### config.mk
export PLATFORM = sky130hd
export DESIGN_NAME = port_c_mux
export DESIGN_NICKNAME = d
export VERILOG_FILES = /design/src/port_c_pkg.sv /design/src/level_sync.sv /design/src/port_c_mux.sv
export SDC_FILE = /design/constraint.sdc
export NUM_CORES = 1
export LEC_CHECK = 0
export BUFFER_PORTS_ARGS = -buffer_cell sky130_fd_sc_hd__clkbuf_2
export CORE_MARGIN = 8
export CORE_UTILIZATION = 27
export DETAILED_ROUTE_END_ITERATION = 10
export PLACE_DENSITY = 0.5
export RECOVER_POWER = 25
export SLEW_MARGIN = 20
export SYNTH_ARGS = -nofsm -noshare
export SYNTH_HDL_FRONTEND = slang
export SYNTH_SLANG_ARGS = --single-unit
### constraint.sdc
create_clock -name mclk_i -period 2.3 [get_ports mclk_i]
set_clock_uncertainty 0.15 [all_clocks]
set_input_delay 0 -clock mclk_i [delete_from_list [all_inputs] [get_ports mclk_i]]
set_output_delay 0 -clock mclk_i [all_outputs]
set_load 0.05 [all_outputs]
### src/port_c_pkg.sv
// Package with register map, reset values and field positions of the port C block
package port_c_pkg;

  // Register byte addresses on the Wishbone slave
  localparam logic [7:0] OFS_LATCH = 8'h00;
  localparam logic [7:0] OFS_DIRECTION = 8'h04;
  localparam logic [7:0] OFS_PIN_LEVEL = 8'h08;
  localparam logic [7:0] OFS_ANALOG_SEL = 8'h0C;
  localparam logic [7:0] OFS_ALT_CTRL = 8'h10;
  localparam logic [7:0] OFS_STATUS = 8'h14;

  // Port geometry
  localparam int PORT_WIDTH = 8;
  localparam int DATA_WIDTH = 32;
  localparam int ADDR_WIDTH = 8;

  // Reset values
  localparam logic [7:0] DIRECTION_RESET = 8'hFF;
  localparam logic [7:0] ANALOG_SEL_RESET = 8'hCF;
  localparam logic [7:0] ALT_CTRL_RESET = 8'h00;
  localparam logic [7:0] LATCH_RESET_DEFAULT = 8'h00;
  localparam logic [31:0] READ_ZERO = 32'h0000_0000;

  // Pin numbers of the alternate functions
  localparam int PIN_REF_HIGH = 0;
  localparam int PIN_REF_LOW = 1;
  localparam int PIN_PWM_D = 2;
  localparam int PIN_REF_OUT = 2;
  localparam int PIN_PWM_C = 3;
  localparam int PIN_PROG = 3;
  localparam int PIN_PWM_B = 4;
  localparam int PIN_CMP_OUT = 4;
  localparam int NUM_EXT_INT = 3;
  localparam int NUM_CONV_CH = 4;

  // Field positions in the alternate-function control register
  localparam int ALT_CMP_OUT_EN = 0;
  localparam int ALT_PWM_B_EN = 1;
  localparam int ALT_PWM_C_EN = 2;
  localparam int ALT_PWM_D_EN = 3;
  localparam int ALT_SHDN_TRI_B = 4;
  localparam int ALT_SHDN_TRI_C = 5;
  localparam int ALT_SHDN_TRI_D = 6;
  localparam int ALT_REF_OUT_EN = 7;

  // Field positions in the status register
  localparam int STAT_LVP = 0;
  localparam int STAT_SHUTDOWN = 1;
  localparam int STAT_EXT_INT_LSB = 2;

endpackage

### src/level_sync.sv
// Two-stage synchroniser for a vector of asynchronous pin levels
`timescale 1ns/1ns
module level_sync #(
  parameter int WIDTH = 8
) (
  input wire logic mclk_i,               // Core clock
  input wire logic rst_i,                // Synchronous reset, active high
  input wire logic [WIDTH-1:0] async_i,  // Raw pin levels
  output logic [WIDTH-1:0] sync_o        // Levels safe to use in the core domain
);

  logic [WIDTH-1:0] meta_reg;

  // First stage feeds only the second stage
  always_ff @(posedge mclk_i) begin
    if (rst_i) begin
      meta_reg <= '0;
      sync_o <= '0;
    end else begin
      meta_reg <= async_i;
      sync_o <= meta_reg;
    end
  end

endmodule

### src/port_c_mux.sv
// Port C: output latch, direction control, analog select and low-pin alternate functions
//
// Local design decisions: the Wishbone slave port and the register offsets.
`timescale 1ns/1ns
module port_c_mux #(
  parameter logic [7:0] LATCH_RESET = port_c_pkg::LATCH_RESET_DEFAULT
) (
  input wire logic mclk_i,                                  // Core clock, 100 MHz
  input wire logic rst_i,                                   // Synchronous reset
  // Classic Wishbone slave
  input wire logic wb_cyc_i,                                // Bus cycle
  input wire logic wb_stb_i,                                // Strobe
  input wire logic wb_we_i,                                 // Write enable
  input wire logic [port_c_pkg::ADDR_WIDTH-1:0] wb_adr_i,   // Byte address
  input wire logic [3:0] wb_sel_i,                          // Byte enables
  input wire logic [port_c_pkg::DATA_WIDTH-1:0] wb_dat_i,   // Write data
  output logic [port_c_pkg::DATA_WIDTH-1:0] wb_dat_o,       // Read data
  output logic wb_ack_o,                                    // Acknowledge
  // Pins
  input wire logic [port_c_pkg::PORT_WIDTH-1:0] pin_in_i,   // Pin levels
  output logic [port_c_pkg::PORT_WIDTH-1:0] pin_out_o,      // Pin drive value
  output logic [port_c_pkg::PORT_WIDTH-1:0] pin_oe_n_o,     // Drive enable, low drives
  // Peripheral side
  input wire logic comparator_result_i,                     // Comparator output level
  input wire logic pwm_channel_b_i,                         // PWM channel B level
  input wire logic pwm_channel_c_i,                         // PWM channel C level
  input wire logic pwm_channel_d_i,                         // PWM channel D level
  input wire logic pwm_shutdown_i,                          // PWM shutdown active
  input wire logic low_voltage_prog_cfg_i,                  // Configuration bit
  output logic program_entry_pin_o,                         // Pin 3 level for entry
  output logic [port_c_pkg::NUM_EXT_INT-1:0] ext_interrupt_o, // Interrupt inputs 0..2
  output logic [port_c_pkg::NUM_CONV_CH-1:0] converter_ch_en_o, // Channels 4..7 usable
  output logic comparator_noninverting_in_en_o,             // Pin 0 to comparator plus
  output logic comparator_inverting_in_1_en_o,              // Pin 1 to comparator minus
  output logic ref_high_in_en_o,                            // Pin 0 as high reference
  output logic ref_low_in_en_o,                             // Pin 1 as low reference
  output logic reference_voltage_out_en_o                   // Reference driven on pin 2
);

  localparam int W = port_c_pkg::PORT_WIDTH;

  // Registered state
  logic [W-1:0] output_latch_c_reg;
  logic [W-1:0] direction_bits_c_reg;
  logic [W-1:0] analog_select_reg;
  logic [W-1:0] alt_ctrl_reg;
  logic ack_reg;
  logic [port_c_pkg::DATA_WIDTH-1:0] rdata_reg;

  // Synchronised pins and derived values
  logic [W-1:0] pin_sync;
  logic [W-1:0] pin_level_c;
  logic [W-1:0] digital_off;
  logic [W-1:0] periph_sel;
  logic [W-1:0] periph_val;
  logic [W-1:0] float_req;
  logic [port_c_pkg::DATA_WIDTH-1:0] rdata_next;
  logic bus_write;

  // Byte-lane merge of the low lane into an 8-bit register
  function automatic logic [7:0] lane_write(
    input logic [7:0] old_val,
    input logic [31:0] data,
    input logic [3:0] sel
  );
    lane_write = sel[0] ? data[7:0] : old_val;
  endfunction

  // Zero-extend an 8-bit register onto the data bus
  function automatic logic [31:0] widen(input logic [7:0] val);
    widen = {24'h00_0000, val};
  endfunction

  // Pin input synchroniser
  level_sync #(
    .WIDTH(W)
  ) u_sync (
    .mclk_i(mclk_i),
    .rst_i(rst_i),
    .async_i(pin_in_i),
    .sync_o(pin_sync)
  );

  // A write is taken in the cycle before the acknowledge
  assign bus_write = wb_cyc_i && wb_stb_i && wb_we_i && !ack_reg;

  // Output latch; reset value stands in for the unknown power-on state
  always_ff @(posedge mclk_i) begin
    if (rst_i) begin
      output_latch_c_reg <= LATCH_RESET;
    end else if (bus_write && wb_adr_i == port_c_pkg::OFS_LATCH) begin
      output_latch_c_reg <= lane_write(output_latch_c_reg, wb_dat_i, wb_sel_i);
    end
  end

  // Direction register, all inputs after reset
  always_ff @(posedge mclk_i) begin
    if (rst_i) begin
      direction_bits_c_reg <= port_c_pkg::DIRECTION_RESET;
    end else if (bus_write && wb_adr_i == port_c_pkg::OFS_DIRECTION) begin
      direction_bits_c_reg <= lane_write(direction_bits_c_reg, wb_dat_i, wb_sel_i);
    end
  end

  // Analog select register, analog pins selected after reset
  always_ff @(posedge mclk_i) begin
    if (rst_i) begin
      analog_select_reg <= port_c_pkg::ANALOG_SEL_RESET;
    end else if (bus_write && wb_adr_i == port_c_pkg::OFS_ANALOG_SEL) begin
      analog_select_reg <= lane_write(analog_select_reg, wb_dat_i, wb_sel_i);
    end
  end

  // Alternate-function enables
  always_ff @(posedge mclk_i) begin
    if (rst_i) begin
      alt_ctrl_reg <= port_c_pkg::ALT_CTRL_RESET;
    end else if (bus_write && wb_adr_i == port_c_pkg::OFS_ALT_CTRL) begin
      alt_ctrl_reg <= lane_write(alt_ctrl_reg, wb_dat_i, wb_sel_i);
    end
  end

  // Pins whose whole digital path is switched off
  always_comb begin
    digital_off = '0;
    digital_off[port_c_pkg::PIN_REF_OUT] = alt_ctrl_reg[port_c_pkg::ALT_REF_OUT_EN];
    digital_off[port_c_pkg::PIN_PROG] = low_voltage_prog_cfg_i;
  end

  // Peripheral overrides of the latch data; PWM B wins over the comparator on pin 4
  always_comb begin
    periph_sel = '0;
    periph_val = '0;
    float_req = '0;
    periph_sel[port_c_pkg::PIN_CMP_OUT] = alt_ctrl_reg[port_c_pkg::ALT_CMP_OUT_EN];
    periph_val[port_c_pkg::PIN_CMP_OUT] = comparator_result_i;
    if (alt_ctrl_reg[port_c_pkg::ALT_PWM_B_EN]) begin
      periph_sel[port_c_pkg::PIN_PWM_B] = 1'b1;
      periph_val[port_c_pkg::PIN_PWM_B] = pwm_channel_b_i;
      float_req[port_c_pkg::PIN_PWM_B] = pwm_shutdown_i &&
        alt_ctrl_reg[port_c_pkg::ALT_SHDN_TRI_B];
    end
    if (alt_ctrl_reg[port_c_pkg::ALT_PWM_C_EN]) begin
      periph_sel[port_c_pkg::PIN_PWM_C] = 1'b1;
      periph_val[port_c_pkg::PIN_PWM_C] = pwm_channel_c_i;
      float_req[port_c_pkg::PIN_PWM_C] = pwm_shutdown_i &&
        alt_ctrl_reg[port_c_pkg::ALT_SHDN_TRI_C];
    end
    if (alt_ctrl_reg[port_c_pkg::ALT_PWM_D_EN]) begin
      periph_sel[port_c_pkg::PIN_PWM_D] = 1'b1;
      periph_val[port_c_pkg::PIN_PWM_D] = pwm_channel_d_i;
      float_req[port_c_pkg::PIN_PWM_D] = pwm_shutdown_i &&
        alt_ctrl_reg[port_c_pkg::ALT_SHDN_TRI_D];
    end
  end

  // Pin drivers: combinational from registers, peripheral levels, shutdown and the configuration bit; analog select has no say here
  always_comb begin
    for (int i = 0; i < W; i++) begin
      pin_out_o[i] = periph_sel[i] ? periph_val[i] : output_latch_c_reg[i];
      pin_oe_n_o[i] = direction_bits_c_reg[i] || digital_off[i] || float_req[i];
    end
  end

  // Port read value: analog-selected and disabled pins read 0
  assign pin_level_c = pin_sync & ~analog_select_reg & ~digital_off;

  // External interrupt inputs from pins 0 to 2 when they are inputs, not analog-selected and not disabled
  assign ext_interrupt_o = pin_level_c[port_c_pkg::NUM_EXT_INT-1:0] &
    direction_bits_c_reg[port_c_pkg::NUM_EXT_INT-1:0];

  // Programming entry input is live only with the configuration bit set
  assign program_entry_pin_o = low_voltage_prog_cfg_i &&
    pin_sync[port_c_pkg::PIN_PROG];

  // Analog routing enables; one select bit serves comparator and converter
  always_comb begin
    for (int i = 0; i < port_c_pkg::NUM_CONV_CH; i++) begin
      converter_ch_en_o[i] = analog_select_reg[i] && direction_bits_c_reg[i] &&
        !digital_off[i];
    end
  end

  assign comparator_noninverting_in_en_o =
    converter_ch_en_o[port_c_pkg::PIN_REF_HIGH];
  assign ref_high_in_en_o = converter_ch_en_o[port_c_pkg::PIN_REF_HIGH];
  assign comparator_inverting_in_1_en_o =
    converter_ch_en_o[port_c_pkg::PIN_REF_LOW];
  assign ref_low_in_en_o = converter_ch_en_o[port_c_pkg::PIN_REF_LOW];
  assign reference_voltage_out_en_o = alt_ctrl_reg[port_c_pkg::ALT_REF_OUT_EN];

  // Read multiplexer; unmapped addresses read zero
  always_comb begin
    unique case (wb_adr_i)
      port_c_pkg::OFS_LATCH: rdata_next = widen(output_latch_c_reg);
      port_c_pkg::OFS_DIRECTION: rdata_next = widen(direction_bits_c_reg);
      port_c_pkg::OFS_PIN_LEVEL: rdata_next = widen(pin_level_c);
      port_c_pkg::OFS_ANALOG_SEL: rdata_next = widen(analog_select_reg);
      port_c_pkg::OFS_ALT_CTRL: rdata_next = widen(alt_ctrl_reg);
      port_c_pkg::OFS_STATUS: begin
        rdata_next = port_c_pkg::READ_ZERO;
        rdata_next[port_c_pkg::STAT_LVP] = low_voltage_prog_cfg_i;
        rdata_next[port_c_pkg::STAT_SHUTDOWN] = pwm_shutdown_i;
        rdata_next[port_c_pkg::STAT_EXT_INT_LSB +: port_c_pkg::NUM_EXT_INT] = ext_interrupt_o;
      end
      default: rdata_next = port_c_pkg::READ_ZERO;
    endcase
  end

  // Single-wait-state acknowledge, dropped the cycle after it is given
  always_ff @(posedge mclk_i) begin
    if (rst_i) begin
      ack_reg <= 1'b0;
      rdata_reg <= port_c_pkg::READ_ZERO;
    end else begin
      ack_reg <= wb_cyc_i && wb_stb_i && !ack_reg;
      rdata_reg <= (wb_cyc_i && wb_stb_i && !wb_we_i && !ack_reg) ?
        rdata_next : port_c_pkg::READ_ZERO;
    end
  end

  assign wb_ack_o = ack_reg;
  assign wb_dat_o = rdata_reg;

endmodule

; Word-level counts from Yosys, hierarchy flattened
; Cells that the tools add are included.
[op_classes]
mux = 13
n_reduce_logical = 35
bitwise = 6
n_eq_ne = 5
[op_table]
columns = cell, count
row1 = $pmux W8 S6, 1
row2 = $logic_and A1 B1 Y1, 20
row3 = $and A8 B8 Y8, 2
row4 = $eq A8 B4 Y1 const B, 2
row5 = $eq A8 B5 Y1 const B, 2
row6 = $mux W1, 12
row7 = $eq A8 B3 Y1 const B, 1
row8 = $logic_not A8 Y1, 1
row9 = $not A4 Y8, 1
row10 = $not A8 Y8, 1
row11 = $reduce_and A2 Y1, 4
row12 = $logic_or A1 B1 Y1, 5
row13 = $logic_not A1 Y1, 4
row14 = $and A3 B3 Y3, 1
row15 = $reduce_or A2 Y1, 1
row16 = $not A1 Y1, 1
[totals]
in_bits = 63
ff_bits = 81
output_inout_bits = 62
word_cells = 67

; Depth between registers and ports, before layout
; Gate-level depths: netlist of the first run.
[depth]
depth_word = 5
depth_mapped = 6
ltp_nobuf = 4

; Modules after synthesis
; A second synthesis of the first run with hierarchy kept.
[unflattened]
cells_unflattened = 311
area_unflattened_um2 = 2865.2
[modules_own_cells]
columns = mod, seq_area_each_um2, area_each_um2, instances, cells_each
row1 = port_c_mux, 820.8, 2401.1, 1, 278
row2 = level_sync, 320.3, 464.2, 1, 33

; Least setup slack after synthesis of the first run
; OpenSTA, ideal clock, no wires.
[synth_timing]
path_kind = register to register
startpoint = reg alt_ctrl_reg[7]
endpoint = reg rdata_reg (netlist bit wb_dat_o[4])
required_ns = 2.086
t_arrival_ns = 2.820
slack_ns = -0.734
setup_ns = 0.064
period_less_slack_ns = 3.034
n_path_buf = 0
path_stages_with_launch = 5
cell_sequence = dfxtp_1 nor4bb_1 mux4_2 a2bb2oi_1 nor2_1
[synth_between]
elab_chain_len = 4
[synth_lines]
columns = element, line_no
row1 = "start, declared", port_c_mux.sv:46  ; logic [W-1:0] alt_ctrl_reg;
row2 = "start signal, assigned", port_c_mux.sv:117  ; alt_ctrl_reg <= port_c_pkg::ALT_CTRL_RESET;
row3 = "start signal, assigned", port_c_mux.sv:119  ; alt_ctrl_reg <= lane_write(alt_ctrl_reg, wb_dat_i, wb_sel_i);
row4 = $not A4 Y8, port_c_mux.sv:166  ; assign pin_level_c = pin_sync & ~analog_select_reg & ~digital_off;
row5 = $and A8 B8 Y8, port_c_mux.sv:166
row6 = $and A3 B3 Y3, port_c_mux.sv:169  ; assign ext_interrupt_o = pin_level_c[port_c_pkg::NUM_EXT_INT-1:0] &
row7 = via ext_interrupt_o (one bit), port_c_mux.sv:31  ; output logic [port_c_pkg::NUM_EXT_INT-1:0] ext_interrupt_o,
row8 = $pmux W8 S6, port_c_mux.sv:194  ; unique case (wb_adr_i)
row9 = "end signal, assigned", port_c_mux.sv:214  ; rdata_reg <= port_c_pkg::READ_ZERO;
row10 = "end signal, assigned", port_c_mux.sv:217  ; rdata_reg <= (wb_cyc_i && wb_stb_i && !wb_we_i && !ack_reg) ?
row11 = "end, declared", port_c_mux.sv:48  ; logic [port_c_pkg::DATA_WIDTH-1:0] rdata_reg;
; The timed path passes the listed nets, and every way through them passes these cells.
; A chain may end at the register's enable or synchronous reset.

; Worst setup path in the final report of the first run
[layout_timing]
startpoint = reg ack_reg (netlist: wb_ack_o)
endpoint = reg rdata_reg (netlist bit wb_dat_o[2])
[layout_between]
elab_chain_len = 4
[layout_lines]
columns = element, line_no
row1 = "start, declared", port_c_mux.sv:47  ; logic ack_reg;
row2 = "start signal, assigned", port_c_mux.sv:216  ; ack_reg <= wb_cyc_i && wb_stb_i && !ack_reg;
row3 = $logic_not A1 Y1, port_c_mux.sv:217
row4 = $logic_and A1 B1 Y1, port_c_mux.sv:217
row5 = $not A1 Y1 (no line), --
row6 = $reduce_or A2 Y1 (no line), --
; No other way between the ends.

==> run summary, run 1 <==
The flow ran to the end, and the final reports show no timing, DRC or antenna violations. The number of nets in the layout is between 400 and 500. The number of buffers on the longest clock path came out at 2.

The synthesis-stage register bit count is 57. The transition time of the tightest slew-check pin came out at around 1.2 ns. The post-layout worst setup margin came out at approximately 0.12 ns. around 130 I/O pins were placed. The number of stages on the worst hold path came out at 5. Clock tree synthesis selected as its root buffer the cell clkbuf_8.

Of the cells placed in the final design, the portion with a size suffix greater than 1 is 0.230. The power per standard cell area is about 640 nW/um^2. The number of diodes came out at 0. During placement, the flow inserted port buffers numbering 73. The setup slack at placement is about 0.62 ns.

The worst pin sits at a relative slew slack of 0.214. The wire length of the first global-routing pass is about 12 mm. The worst hold path belongs to the class in -> reg. The y dimension of the die came out at around 120 um.

The routed design could run at a clock period as short as approximately 2.2 ns. STA classifies the critical path endpoint as a flip-flop. The number of antenna violations at the first check in global routing is 0. The required time of the critical path came out at approximately 2.4 ns.

The fraction of the cycle the final worst path needs came out at 0.947. The setup violation total in the final timing report is 0. The synthesized cell area came out at approximately 2800 sq um. In this run the worst path has a maximum fanout of 5. Setup repair after global routing left no endpoint under its margin. The number of remaining DRC errors is 0. The core area is ~10,000 sq um.

The top achievable clock speed came out at 0.459 GHz. The final-layout fill cell count is approximately 1.1k. The clock latency on the worst-skew pair came out at about 0.34 ns. The post-synthesis to final-layout area growth came out at 26.1%.

The worst register-to-register path has a depth of 5. The hold violation total from the final report came out at 0. Counting the buffers created by CTS gives 9. The combined flip-flop and latch cell area is between 1000 and 1500 sq um. The Yosys step of the flow raised 0 warnings. The sequential fraction of the synthesis area came out at 0.402. The type of element launching the critical path is a flip-flop. The number of pins with negative max-slew slack in the final report came out at 0. Among all flip-flop cells after synthesis, the most frequent one is dfxtp_1. The weighted congestion reported at the end of routability-driven placement came out at ~0.77. The via count normalized by instance count came out at approximately 4.4. The number of clock sinks came out at 57. Across the run, the number of max-cap violations was 0. The largest net degree at the start of global routing is 59. The worst hold-check slack came out at between 0.02 and 0.025 ns. The routed length per placed instance is 14.8 um. The initial utilization of the core area, before any placement, comes to 0.276. After synthesis, the cell types taking the most area are dfxtp_1 40%, buf_4 10%, mux2i_1 8.1%.

The share of flip-flops with an asynchronous set or reset is 0. For this run, the total global-route usage over all layers was measured as 0.113. The leakage component of the power is between 0.0015 and 0.002 uW. STA puts the critical path data arrival time at around 2.3 ns.

The number of distinct library cells after synthesis is 43. The total overflow left after global routing is 0. The site row count is 37. The share of synthesized area in the top cell type comes to 0.402. The overall die width came out at approximately 120 um. The first TritonRoute pass finished after 4 iterations. The cell type with the highest aggregate area in the netlist is dfxtp_1. The number of enable flip-flop cells after synthesis is 0.

The setup total negative slack came out at 0 ns. The number of global-route vias before repair came out at 2,433. The vias after detailed routing came out at 2,298. The largest voltage drop on the vdd net came out at 0.000301 V. The H-tree was split into 3 levels.

The total wire length after detailed routing is about 7.6 mm. The total die area is ~14,000 sq um. The number of routed nets with antenna violations came out at 0. After synthesis, the mean cell area works out to 9.61 sq um. The critical path in this run is classified as reg -> reg. The multi-input logic area is 1410 sq um. The post-synthesis cell count came out at roughly 300. The DRC violation total after the first TritonRoute iteration came out at 103. The clock slew at the register clock pins of the worst setup and hold paths came out at 0.07 ns. The placed wire-length estimate after detailed placement is 5.69 mm. The clock tree from TritonCTS is yes.
## cells in the final DEF, fill, tap and decap left out, types with 7 or more instances in the layout
cell type	netlist	routed
clkbuf_8	0	10
clkbuf_2	0	56
clkbuf_1	6	20
a2bb2oi_1	7	7
nor3b_1	7	7
nor2_1	45	45
dlygate4sd3_1	0	26
nor3_1	10	10
mux2i_1	23	23
a21oi_1	16	16
conb_1	1	24
inv_1	7	7
nor2b_1	17	17
dfxtp_1	57	57
## cell type report
| type | count | area share |
|---|---|---|
| clock buffer | 12 | 0.0406 |
| clock inverter | 3 | 0.0182 |
| multi-input combinational | 202 | 0.395 |
| tap | 136 | 0.0476 |
| sequential | 57 | 0.319 |
| inverter | 7 | 0.00735 |
| timing repair buffer | 101 | 0.172 |
## synth_stat cells (2+ instances only)
library cell  number
nand2_1            5
nor4b_1            4
nand4_4            3
a311o_1            2
buf_6              2
dfxtp_1           57
a21oi_1           16
mux4_2             3
mux2i_1           23
clkbuf_1           6
a211o_1            6
nor2_1            45
and4bb_4           2
nor3_1            10
mux2_2             3
and2_1             3
a2bb2oi_1          7
inv_1              7
buf_4             39
o2bb2ai_1          3
buf_2              5
nor2b_1           17
nor3b_1            7
## timing repair
action                                  in CTS  in global routing
endpoints found under the setup margin       0                  1
gates resized for setup                      0                  1
hold buffers                                26                  0
buffers inserted                             0                  0
hold endpoints to repair                    49                  0
## stage by stage
| stage | cell area [sq um] | utilization | total power (uW) | cells |
|---|---|---|---|---|
| floorplan | 2940 | - | 1230 | 318 |
| finish | 3580 | 0.348 | 2280 | 518 |
| detailed placement | 3120 | 0.304 | 1260 | 477 |
| CTS | 3590 | 0.350 | 2310 | 518 |
| global placement | 3120 | 0.304 | 1260 | 477 |
| global route | 3580 | 0.348 | 2380 | 518 |
## path summary, 6_finish.rpt
path                       from  slack, ns               end
max                    wb_ack_o       0.12       wb_dat_o[2]
min                 wb_adr_i[7]       0.02       wb_dat_o[3]
min reg2reg  u_sync.meta_reg[5]       0.29  u_sync.sync_o[5]
max reg2reg            wb_ack_o       0.12       wb_dat_o[2]
## routing by layer
metal | track usage | routed length, um
met1 | 0.125 | 3330
met2 | 0.188 | 3680
met3 | 0.0500 | 539
met4 | 0.0372 | 101
met5 | 0 | 0
## critical path, stage by stage, from the launching register on
cell	delay (ns)
dfxtp_1	0.33
nand3b_1	0.18
dlygate4sd3_1	0.60
or3_4	0.38
nor4b_2	0.32
o31a_1	0.18
## cell families after synthesis
logic type,Yosys count,synth area share
DFF,57,0.402
buffers and inverters,59,0.137
and+or+nand+nor,108,0.237
AOI/OAI and AO/OA,41,0.105
other,1,0.00132
muxes,29,0.117
## power breakdown
group | switching, uW | internal, uW
logic | 183 | 90.2
registers | 4.07 | 1000
clock network | 369 | 632
No activity file was read; power rests on OpenSTA's default activity.
==> run 2: changes to the inputs <==
Clock period 2.3 ns to 2.2 ns, I/O delays scaled along.
==> run summary, run 2 (synthesis results as in run 1) <==
The largest net degree at the start of global routing came out at ~60. The worst slew margin relative to its limit is 0.558. The final-layout fill cell count is 1,123. The number of diodes came out at 0. The region available for standard cell placement spans a little over 10,000 sq um.

The type of the tightest min-delay check is in -> reg. The setup total negative slack came out at 0 ns. The clock period could shrink to 1.99 ns.

The max-cap violation count is 0. Setup repair after global routing left no endpoint under its margin. For this run, design rule violations remaining after detail routing come to 0.

The routed length per placed instance came out at ~15 um. The site row count is 37. The first-pass iteration count of the detailed router came out at 5. The number of pins with negative max-slew slack in the final report is 0. The cell family contributing the most delay on the critical path is buffers and inverters. Counting both buffers and inverters, the worst setup path holds a total of 3.

The delay contributed by the slowest stage of the critical path came out at about 0.64 ns. The sort of element at the end of the critical path is a flip-flop. Leaving out fill and tap cells, the most frequent cells in the layout are 57 x dfxtp_1, 53 x clkbuf_2, 45 x nor2_1, 27 x dlygate4sd3_1, 24 x conb_1. CTS placed an instance of clkbuf_8 at the clock tree root.

In this design, the critical path's most frequently occurring cell is dlygate4sd3_1. The number of routed nets with antenna violations came out at 0. At the pin with the least slew margin, the transition time is ~0.67 ns.

The number of port buffers is between 70 and 80. The clock tree synthesis step divided the H-tree into 3 levels. Using the TritonRoute via totals, the vias-per-cell ratio works out to approximately 4.4. The residual overflow from global routing is 0. The share of layout cells above drive strength 1 is 0.232. The overall die width came out at between 100 and 150 um.

The startpoint identified for the worst hold timing path is wb_adr_i[6]. The largest individual stage delay along the critical path comes from the cell dlygate4sd3_1. The post-layout worst setup margin is between 0.2 and 0.25 ns. The worst register-to-register path begins at wb_ack_o. For this run, the total global-route usage over all layers was measured as 0.112. Once layout is complete, the utilization of the core stands at 0.352.

The clock tree from TritonCTS is yes. The congestion estimate from routability-driven global placement came to between 0.7 and 0.8. The worst hold-check slack came out at -0.00538 ns. Post-CTS timing repair inserted 0 buffers for setup.

The library cell used most frequently in the layout, excluding fill and tap cells, is dfxtp_1. The clock slew at the register clock pins of the worst setup and hold paths came out at around 0.060 ns. The vias after detailed routing came out at between 2k and 2.5k. The total I/O pin count is 125. Along the worst path, the maximum fanout reaches 4. Tracing the worst setup path back leads to its startpoint at wb_adr_i[5]. The total die area is 14,000 sq um. The number of clock sinks came out at 57. The signal on the critical path passes through dlygate4sd3_1 > clkbuf_2 > nor3_2 > dlygate4sd3_1 > nor4b_1 > o31a_1. The die is 118 um tall. For this run, the post-layout net count is 442. The endpoint arrival time on the critical path came out at roughly 2.1 ns.

The hold violation total from the final report came out at 1. The post-synthesis to final-layout area growth is 27.6%. After the first detailed-routing iteration, the DRC count stood at 123. The largest voltage drop on the vdd net came out at 0.000279 V. The checks that failed: hold timing.

The setup violation total in the final timing report is 0. The clock latency on the worst-skew pair is between 0.3 and 0.4 ns. The clock passes through at most 2 buffers. Of the available clock period, the critical path in the final layout requires 0.906.

The top achievable clock speed is approximately 0.5 GHz. The first global-routing pass estimated roughly 13 mm of wire. The total wire length after detailed routing came out at slightly below 8 mm. The leakage component of the power came out at around 0.0016 uW. The number of antenna violations at the first check in global routing is 0.

The run finished, with violations left. The placed wire-length estimate after detailed placement came out at ~5.7 mm. Clock tree synthesis inserted a total of 9 buffers. The power per standard cell area came out at around 700 nW/um^2. The critical path is of the in -> reg type. The worst setup path is launched from an input port. The number of global-route vias before repair came out at approximately 2.4k. The setup slack at placement is around 0.56 ns. The starting density of the core came out at 0.276. The required time of the critical path is 2.33 ns.
-- run 2: worst paths after layout --
path / end / slack (ns) / cells after the start
worst max-delay path: wb_dat_o[2] / 0.21 / 6
worst min-delay path: wb_dat_o[3] / -0.005 / 5
worst max register to register: wb_dat_o[3] / 0.36 / 4
worst min register to register: u_sync.sync_o[0] / 0.28 / 1
-- run 2: routing by layer --
metal / up-vias / global-route usage / wire [um]
met1: 1077 / 0.130 / 3410
met3: 9 / 0.0452 / 533
li1: 1136 / - / -
met2: 80 / 0.182 / 3690
met5: - / 0 / 0
met4: 0 / 0.0411 / 114
-- run 2: area by class of cell --
type | instances | area (sq um) | share of cell area
Clock buffer | 10 | 138 | 0.0380
Clock inverter | 6 | 105 | 0.0291
Inverter | 7 | 26.3 | 0.00726
Tap cell | 136 | 170 | 0.0470
Multi-Input combinational cell | 202 | 1410 | 0.390
Sequential cell | 57 | 1140 | 0.315
Timing Repair Buffer | 102 | 626 | 0.173
-- run 2: what timing repair did --
| action | 4_1_cts | 5_1_grt |
|---|---|---|
| gates resized for setup | 0 | 1 |
| endpoints found under the setup margin | 0 | 1 |
| hold endpoints to repair | 49 | 0 |
| hold buffers | 27 | 0 |
-- run 2: power by group --
group	switching (uW)	leakage, uW	internal [uW]
logic	191	0.00104	95.1
clock network	412	0.000126	777
registers	4.07	0.000463	1050
total	607	0.00163	1920
-- run 2: worst min-delay path, cell delays in order --
cell      delay [ns]
clkbuf_2        0.10
nor3_2          0.06
o211ai_1        0.08
o22a_1          0.14
nor2_1          0.04
-- run 2: metrics by stage --
stage | std cells | power [uW] | hold WS, ns | area, sq um
detailed placement | 477 | 1320 | 0.0675 | 3120
global placement | 477 | 1320 | 0.0657 | 3120
global route | 520 | 2630 | 0.0427 | 3620
CTS | 520 | 2550 | 0.00657 | 3640
floorplan | 318 | 1290 | -0.0218 | 2940
finish | 520 | 2530 | -0.00538 | 3620
